**src/common/mcg_pkg.sv**
```systemverilog
// Constants shared by the master clock generation block
package mcg_pkg;

  // Register addresses: special function space and external data space
  localparam logic [7:0]  MCG_MCLK_CTL_ADDR      = 8'h8f;
  localparam logic [15:0] MCG_CPU_DIV_ADDR       = 16'hffa1;

  // Reset values of the two registers
  localparam logic [7:0]  MCG_MCLK_CTL_RESET     = 8'h0a;
  localparam logic [5:0]  MCG_CPU_DIV_RESET      = 6'h0c;

  // Field positions in the master clock control register
  localparam int          MCG_OSC_PLL_DIS_BIT    = 7;
  localparam int          MCG_KEYPAD_OFF_BIT     = 6;
  localparam int          MCG_CARD_OFF_BIT       = 5;
  localparam int          MCG_MULT_MSB           = 2;
  localparam int          MCG_MULT_LSB           = 0;

  // Bits that store and read back; bits 4 and 3 stay out of this mask
  localparam logic [7:0]  MCG_MCLK_CTL_WMASK     = 8'he7;

  // Field position of the processor clock divider value
  localparam int          MCG_CPU_DIV_MSB        = 5;

  // Feedback ratio of the multiplier: ratio = count * 2 + offset
  localparam logic [4:0]  MCG_RATIO_OFFSET       = 5'h04;

  // Smallest divider value that keeps the processor clock well formed
  localparam logic [5:0]  MCG_CPU_DIV_MIN        = 6'h02;

  // Target master clock and reference clock of this logic, in MHz
  localparam int          MCG_MCLK_TARGET_MHZ    = 96;
  localparam int          MCG_CLK_MHZ            = 25;

endpackage : mcg_pkg

```
**src/rtl/mcg_cpu_divider.sv**
```systemverilog
// Processor clock divider: master clock over 2 * (value + 1)
`timescale 1ns/1ns
module mcg_cpu_divider
  import mcg_pkg::*;
(
  input  wire logic       clk_i,        // Master clock
  input  wire logic       rst_n_i,      // Asynchronous reset, active low
  input  wire logic       run_i,        // Master clock is running
  input  wire logic [5:0] div_value_i,  // Divider value
  output logic            cpu_clk_o     // Divided processor clock
);

  logic [5:0] half_cnt_reg;             // Cycles into the current half period
  logic [5:0] div_used_reg;             // Divider value of this period
  logic       cpu_clk_reg;              // Output level

  // Count each half period; a half period lasts value + 1 cycles
  always_ff @(posedge clk_i or negedge rst_n_i)
  begin
    if (!rst_n_i)
    begin
      half_cnt_reg <= 6'h00;
      cpu_clk_reg  <= 1'b0;
    end
    else if (!run_i)
    begin
      // Stopped master clock freezes the processor clock low
      half_cnt_reg <= 6'h00;
      cpu_clk_reg  <= 1'b0;
    end
    else if (half_cnt_reg >= div_used_reg)
    begin
      // End of a half period: toggle the output
      half_cnt_reg <= 6'h00;
      cpu_clk_reg  <= ~cpu_clk_reg;
    end
    else
    begin
      half_cnt_reg <= half_cnt_reg + 6'h01;
    end
  end

  // Take a new divider value only at a full period edge or while stopped, to avoid glitches
  always_ff @(posedge clk_i or negedge rst_n_i)
  begin
    if (!rst_n_i)
    begin
      div_used_reg <= MCG_CPU_DIV_RESET;
    end
    else if (!run_i || (cpu_clk_reg && half_cnt_reg >= div_used_reg))
    begin
      div_used_reg <= div_value_i;
    end
  end

  assign cpu_clk_o = cpu_clk_reg;

endmodule : mcg_cpu_divider

```
**src/rtl/mcg_clock_ctrl.sv**
```systemverilog
// Master clock generation and gating control with its two registers
//
// What this block does
// - One oscillator, crystal or external clock input.
// - Divider, PLL and VCO make 96 MHz master.
// - Master clock is input times (2N + 4).
// - Control register resets to 0x0A, count 2.
// - Bit 7 set disables oscillator and PLL.
// - Bit 6 set stops the keypad clock.
// - Bit 5 set stops the card clock.
// - Processor clock defaults to 3.6923 MHz, scalable.
// - Processor clock is master over 2(div+1).
`timescale 1ns/1ns
module mcg_clock_ctrl
  import mcg_pkg::*;
(
  input  wire logic        clk_i,               // Clock, 25 MHz
  input  wire logic        rst_n_i,             // Asynchronous reset, low
  // Oscillator side
  input  wire logic        ext_clock_sel_i,     // 1 = external clock source
  // Special function register port
  input  wire logic [7:0]  sfr_addr_i,          // Register address
  input  wire logic        sfr_wr_i,            // Write strobe
  input  wire logic        sfr_rd_i,            // Read strobe
  input  wire logic [7:0]  sfr_wdata_i,         // Write data
  output logic      [7:0]  sfr_rdata_o,         // Read data, one cycle late
  output logic             sfr_hit_o,           // Read matched this block
  // External data register port
  input  wire logic [15:0] xram_addr_i,         // Register address
  input  wire logic        xram_wr_i,           // Write strobe
  input  wire logic        xram_rd_i,           // Read strobe
  input  wire logic [7:0]  xram_wdata_i,        // Write data
  output logic      [7:0]  xram_rdata_o,        // Read data, one cycle late
  output logic             xram_hit_o,          // Read matched this block
  // Analog oscillator and multiplier controls
  output logic             osc_pll_disable_o,   // Oscillator and PLL off
  output logic             osc_bypass_o,        // Oscillator amp bypassed
  output logic      [2:0]  vco_mult_select_o,   // Multiplier count
  output logic      [4:0]  vco_ratio_o,         // Feedback ratio 2N + 4
  // Peripheral clock enables
  output logic             keypad_clk_run_o,    // Keypad clock running
  output logic             card_clk_run_o,      // Card clock running
  output logic             mclk_run_o,          // Master clock running
  // Processor clock
  output logic             cpu_core_clock_o     // Divided processor clock
);

  // Register storage
  logic [7:0] master_clock_control_reg;   // Master clock control register
  logic [5:0] cpu_divider_value_reg;      // Processor clock divider value

  // Registered outputs
  logic [7:0] sfr_rdata_reg;              // Special function read data
  logic       sfr_hit_reg;                // Special function read hit
  logic [7:0] xram_rdata_reg;             // External data read data
  logic       xram_hit_reg;               // External data read hit
  logic       osc_pll_disable_reg;        // Oscillator and PLL shutdown
  logic       osc_bypass_reg;             // Oscillator bypass
  logic [2:0] vco_mult_select_reg;        // Multiplier count to the VCO
  logic [4:0] vco_ratio_reg;              // Feedback divider ratio
  logic       keypad_clk_run_reg;         // Keypad clock enable
  logic       card_clk_run_reg;           // Card clock enable
  logic       mclk_run_reg;               // Master clock enable

  // Combinational helpers
  logic       mclk_wr;                    // Write to master clock control
  logic       cpu_div_wr;                 // Write to processor divider
  logic [7:0] mclk_read_value;            // Read view of control register
  logic       cpu_clk;                    // Divider output

  // Feedback ratio of the multiplier for a given count
  function automatic logic [4:0] mult_ratio(input logic [2:0] count);
    mult_ratio = {1'b0, count, 1'b0} + MCG_RATIO_OFFSET;
  endfunction : mult_ratio

  // Address decode of the two register ports
  assign mclk_wr    = sfr_wr_i && (sfr_addr_i == MCG_MCLK_CTL_ADDR);
  assign cpu_div_wr = xram_wr_i && (xram_addr_i == MCG_CPU_DIV_ADDR);

  // Unused bits 4 and 3 always read as zero
  assign mclk_read_value =
    master_clock_control_reg & MCG_MCLK_CTL_WMASK;

  // Master clock control register
  always_ff @(posedge clk_i or negedge rst_n_i)
  begin
    if (!rst_n_i)
    begin
      // Count 2 gives 96 MHz from a 12 MHz crystal
      master_clock_control_reg <= MCG_MCLK_CTL_RESET;
    end
    else if (mclk_wr)
    begin
      // Bits 4 and 3 keep their value; writes there have no effect
      master_clock_control_reg <=
        (sfr_wdata_i & MCG_MCLK_CTL_WMASK) |
        (master_clock_control_reg & ~MCG_MCLK_CTL_WMASK);
    end
  end

  // Processor clock divider register, upper two bits read zero
  always_ff @(posedge clk_i or negedge rst_n_i)
  begin
    if (!rst_n_i)
    begin
      cpu_divider_value_reg <= MCG_CPU_DIV_RESET;
    end
    else if (cpu_div_wr)
    begin
      // Scaling of the processor clock
      cpu_divider_value_reg <=
        xram_wdata_i[MCG_CPU_DIV_MSB:0];
    end
  end

  // Special function register read path
  always_ff @(posedge clk_i or negedge rst_n_i)
  begin
    if (!rst_n_i)
    begin
      sfr_rdata_reg <= 8'h00;
      sfr_hit_reg   <= 1'b0;
    end
    else if (sfr_rd_i && sfr_addr_i == MCG_MCLK_CTL_ADDR)
    begin
      // Matched read returns the control register
      sfr_rdata_reg <= mclk_read_value;
      sfr_hit_reg   <= 1'b1;
    end
    else
    begin
      // Other addresses belong to other blocks; drive zero
      sfr_rdata_reg <= 8'h00;
      sfr_hit_reg   <= 1'b0;
    end
  end

  // External data register read path
  always_ff @(posedge clk_i or negedge rst_n_i)
  begin
    if (!rst_n_i)
    begin
      xram_rdata_reg <= 8'h00;
      xram_hit_reg   <= 1'b0;
    end
    else if (xram_rd_i && xram_addr_i == MCG_CPU_DIV_ADDR)
    begin
      // Matched read returns the divider value, top bits zero
      xram_rdata_reg <= {2'b00, cpu_divider_value_reg};
      xram_hit_reg   <= 1'b1;
    end
    else
    begin
      // Other addresses belong to other blocks; drive zero
      xram_rdata_reg <= 8'h00;
      xram_hit_reg   <= 1'b0;
    end
  end

  // Oscillator and multiplier controls
  always_ff @(posedge clk_i or negedge rst_n_i)
  begin
    if (!rst_n_i)
    begin
      osc_pll_disable_reg <= MCG_MCLK_CTL_RESET[MCG_OSC_PLL_DIS_BIT];
      osc_bypass_reg      <= 1'b0;
      vco_mult_select_reg <= MCG_MCLK_CTL_RESET[MCG_MULT_MSB:MCG_MULT_LSB];
      vco_ratio_reg       <= mult_ratio(
        MCG_MCLK_CTL_RESET[MCG_MULT_MSB:MCG_MULT_LSB]);
    end
    else
    begin
      // One oscillator; a crystal or an external clock drives it
      osc_bypass_reg      <= ext_clock_sel_i;
      // Shutdown of the oscillator together with the PLL
      osc_pll_disable_reg <=
        master_clock_control_reg[MCG_OSC_PLL_DIS_BIT];
      // Count steers the divider in the PLL feedback path
      vco_mult_select_reg <=
        master_clock_control_reg[MCG_MULT_MSB:MCG_MULT_LSB];
      // Master clock equals input frequency times 2N + 4
      vco_ratio_reg       <= mult_ratio(
        master_clock_control_reg[MCG_MULT_MSB:MCG_MULT_LSB]);
    end
  end

  // Peripheral clock gating
  always_ff @(posedge clk_i or negedge rst_n_i)
  begin
    if (!rst_n_i)
    begin
      mclk_run_reg       <= 1'b1;
      keypad_clk_run_reg <= 1'b1;
      card_clk_run_reg   <= 1'b1;
    end
    else
    begin
      // Without the oscillator no derived clock can run
      mclk_run_reg       <=
        !master_clock_control_reg[MCG_OSC_PLL_DIS_BIT];
      // Keypad clock stops while its off bit is set
      keypad_clk_run_reg <=
        !master_clock_control_reg[MCG_KEYPAD_OFF_BIT] &&
        !master_clock_control_reg[MCG_OSC_PLL_DIS_BIT];
      // Card clock stops while its off bit is set
      card_clk_run_reg   <=
        !master_clock_control_reg[MCG_CARD_OFF_BIT] &&
        !master_clock_control_reg[MCG_OSC_PLL_DIS_BIT];
    end
  end

  // Processor clock from the master clock
  mcg_cpu_divider u_cpu_divider (
    .clk_i       (clk_i),
    .rst_n_i     (rst_n_i),
    .run_i       (mclk_run_reg),
    .div_value_i (cpu_divider_value_reg),
    .cpu_clk_o   (cpu_clk)
  );

  // Output connections, all from flip-flops
  assign sfr_rdata_o       = sfr_rdata_reg;
  assign sfr_hit_o         = sfr_hit_reg;
  assign xram_rdata_o      = xram_rdata_reg;
  assign xram_hit_o        = xram_hit_reg;
  assign osc_pll_disable_o = osc_pll_disable_reg;
  assign osc_bypass_o      = osc_bypass_reg;
  assign vco_mult_select_o = vco_mult_select_reg;
  assign vco_ratio_o       = vco_ratio_reg;
  assign keypad_clk_run_o  = keypad_clk_run_reg;
  assign card_clk_run_o    = card_clk_run_reg;
  assign mclk_run_o        = mclk_run_reg;
  assign cpu_core_clock_o  = cpu_clk;

endmodule : mcg_clock_ctrl

```
**config.mk**
```make
export PLATFORM = sky130hd
export DESIGN_NAME = mcg_clock_ctrl
export DESIGN_NICKNAME = d
export VERILOG_FILES = /design/src/common/mcg_pkg.sv /design/src/rtl/mcg_cpu_divider.sv /design/src/rtl/mcg_clock_ctrl.sv
export SDC_FILE = /design/constraint.sdc
export NUM_CORES = 1
export LEC_CHECK = 0
export BUFFER_PORTS_ARGS = -buffer_cell sky130_fd_sc_hd__clkbuf_2
export CORE_MARGIN = 3
export CORE_UTILIZATION = 43
export DETAILED_ROUTE_END_ITERATION = 12
export PLACE_DENSITY = 0.82
export SYNTH_ARGS = -nofsm -noshare
export SYNTH_HDL_FRONTEND = slang
export SYNTH_SLANG_ARGS = --single-unit
```
**constraint.sdc**
```tcl
create_clock -name clk_i -period 2 [get_ports clk_i]
set_clock_uncertainty 0.1 [all_clocks]
set_input_delay 0.2 -clock clk_i [delete_from_list [all_inputs] [get_ports clk_i]]
set_output_delay 0.2 -clock clk_i [all_outputs]
set_load 0.005 [all_outputs]
```
==> impl_metrics.csv <==
group,metric,value,unit
status,status,"finished clean",
timing,tightestPinTransition,600.7,ps
critical_path,reg2reg_to,"u_cpu_divider.div_used_reg[4]",
run,cap_viol_max_count,0,
timing,max-slew-margin-rel,59.96,%
layout,layout-drive-gt1-share,55.04,%
route,wirelength,3836,um
yosys,yosys.area.top_type,"dfrtp_1",
critical_path,cp_top_family,"flip-flops",
critical_path,r2r_cells,7,
clocking,cts_buffer_depth,2,
layout,layout.nets,292,
timing,fmax,503.4,MHz
placement,dp_slack,-77.14,ps
die,ioPinCount,79,
clocking,clock_latency,300,ps
die,die_h,75.10,um
route,first_pass_iters,4,
critical_path,r2r_setup_slack,10,ps
yosys,synth_cell_types,28,
layout,syn2layout_area_growth,31.63,%
global_routing,overflow,0,
timing,setup_viol,0,
global_routing,grt_use_total,13.71,%
placement,placed_cell_area,2479,um2
pwr,ir_drop,0.5803,mV
global_routing,antenna_found_initial,0,
yosys,ys_seq_area_share,61.55,%
critical_path,crit_cells,7,
clocking,clock_sinks,50,
pwr,pwr_density_cell,742.3,nW/um2
route,drc,0,
die,core_area,4474,um2
yosys,yosys_warnings,0,
clocking,clk_pin_slew,90,ps
layout,ff_latch_area,1264,um2
die,design.die.area,5640,um2
die,start_util,45.89,%
timing,finalWorstSetupSlack,13.45,ps
placement,routabilityCongestion,0.7374,
layout,multi_input_area,778.2,um2
route,first_iter_violations,57,
critical_path,worstReg2RegStart,"u_cpu_divider.div_used_reg[3]",
critical_path,critPathCapture,"u_cpu_divider.div_used_reg[4]",
global_routing,grt_max_degree,51,
layout,final_area,2703,um2
critical_path,path_buf_inv,2,
layout,antennaDiodeCount,0,
critical_path,critPathMaxFanout,4,
route,ant_nets,0,
layout,mostFrequentLayoutCells,"69 x clkbuf_2, 40 x dfrtp_1, 14 x mux2_2, 10 x nor2_1, 10 x dfstp_2",
global_routing,grt_pass1_wl,5878,um
critical_path,slowest_delay,540,ps
placement,hpwl,2855,um
route,wl_per_cell,13.23,um
yosys,synthesis.area,2053,um2
clocking,cts_inserted_buffers,5,
placement,port_buffers,69,
critical_path,cp-startpoint,"u_cpu_divider.div_used_reg[3]",
critical_path,required,2090,ps
clocking,cts_tree,"yes",
timing,rsz0062_at_grt,"yes",
timing,hold_viol,0,
critical_path,cp_slowest_cell,"dfstp_2",
route,viasPerCell,4.821,
critical_path,critical_path_class,"flop to flop",
yosys,ys_ff_latch,50,
clocking,htree_levels,2,
route,routed-via-count,1398,
timing,fin_crit,1987,ps
pwr,total_leakage_power,1.420,nW
yosys,synth_cells,150,
clocking,cts_root_buf,"clkbuf_8",
critical_path,worst_ep_arrival_time,2080,ps
critical_path,crit_chain,"inv_2 -> ha_4 -> nand4_1 -> nor2_2 -> a211oi_4 -> buf_6 -> mux2_4",
die,dieWidth,75.10,um
die,row_count,24,
yosys,synth_top_area_share,48.75,%
timing,finalMaxSlewViolations,0,
timing,timing.hold.ws,27.34,ps
yosys,synth.avg_cell_area,13.69,um2
hold_path,hold_path.class,"input port to flop",
layout,fillers,333,
critical_path,endpoint_kind,"flop",
layout,final_common_cell,"clkbuf_2",
yosys,synthTopCellsByArea,"dfrtp_1 49%, dfstp_2 13%, mux2_2 9.9%, ha_1 4.9%, buf_4 2.2%",
critical_path,start_kind,"flop",
timing,fin_crit_sh,99.33,%
global_routing,grt_pass1_vias,1344,
layout make-up:
class | instances | share of cell area, %
Timing Repair Buffer | 82 | 16.85
Sequential cell | 50 | 46.76
Clock inverter | 2 | 0.6019
Clock buffer | 6 | 3.056
Inverter | 11 | 1.528
Multi-Input combinational cell | 87 | 28.80
Tap cell | 52 | 2.407
worst min-delay path by stage:
stage | start | end | slack (ps) | cells after the start
CTS | sfr_wdata_i[7] | master_clock_control_reg[7] | 20 | 2
floorplan | rst_n_i | cpu_divider_value_reg[0] | -200 | 0
global placement | ext_clock_sel_i | osc_bypass_o | 210 | 1
finish | sfr_wdata_i[7] | master_clock_control_reg[7] | 30 | 2
detailed placement | ext_clock_sel_i | osc_bypass_o | 210 | 1
global route | sfr_wdata_i[0] | master_clock_control_reg[0] | 20 | 2
logic make-up after synthesis:
logic type | count (synthesis) | synth area share [%]
xor+xnor | 4 | 1.707
fa+ha+maj | 8 | 4.875
compound gates | 7 | 2.926
buf+inv | 17 | 4.205
flops | 50 | 61.55
mux | 18 | 9.872
simple gates | 45 | 14.69
other cells | 1 | 0.1826
per-stage QoR:
step	cells	util, %	setup TNS (ps)	total power, mW
global route	290	60.40	-242.6	2.108
finish	290	60.40	0	2.006
floorplan	154	-	0	1.195
global placement	275	55.40	-25.99	1.334
CTS	288	59.00	0	1.980
detailed placement	275	55.40	-318.4	1.339
timing repair:
item	in CTS	in global routing
resized for setup	3	11
setup endpoints to repair	6	13
hold buffers	2	0
buffers inserted	3	2
hold endpoints to repair	41	0
pin swaps	4	5
power by group:
| group | total [mW] | switching (mW) | leakage [nW] | internal [mW] |
|---|---|---|---|---|
| sequential | 1.06 | 0.0175 | 0.653 | 1.05 |
| combinational | 0.323 | 0.133 | 0.719 | 0.190 |
| clock | 0.620 | 0.335 | 0.0478 | 0.285 |
cells in the mapped netlist:
master	count
o21a_1	1
buf_4	6
inv_1	11
and4bb_2	1
a31oi_1	1
nor3_1	1
nor2_1	11
xnor2_1	2
and2_1	7
nand2_1	4
xor2_1	2
conb_1	1
nand2_2	1
dfrtp_1	40
nor4b_2	1
dfstp_2	10
nand3_1	2
nand2b_4	2
and3_1	7
o221ai_1	1
a21oi_1	2
ha_1	8
mux2_2	18
nand4_1	5
a21o_1	1
and2b_1	1
nor4_4	2
a211oi_4	1
per-layer routing:
layer  GRT usage (%)  vias up  share of wire (%)
li1                -      675                  -
met1           16.97      672                 40
met2           22.73       44                 52
met3           5.073        7                6.7
met4           3.557        0               0.91
met5               0        -                  0
Note: power is estimated with default switching activity, not from simulation.
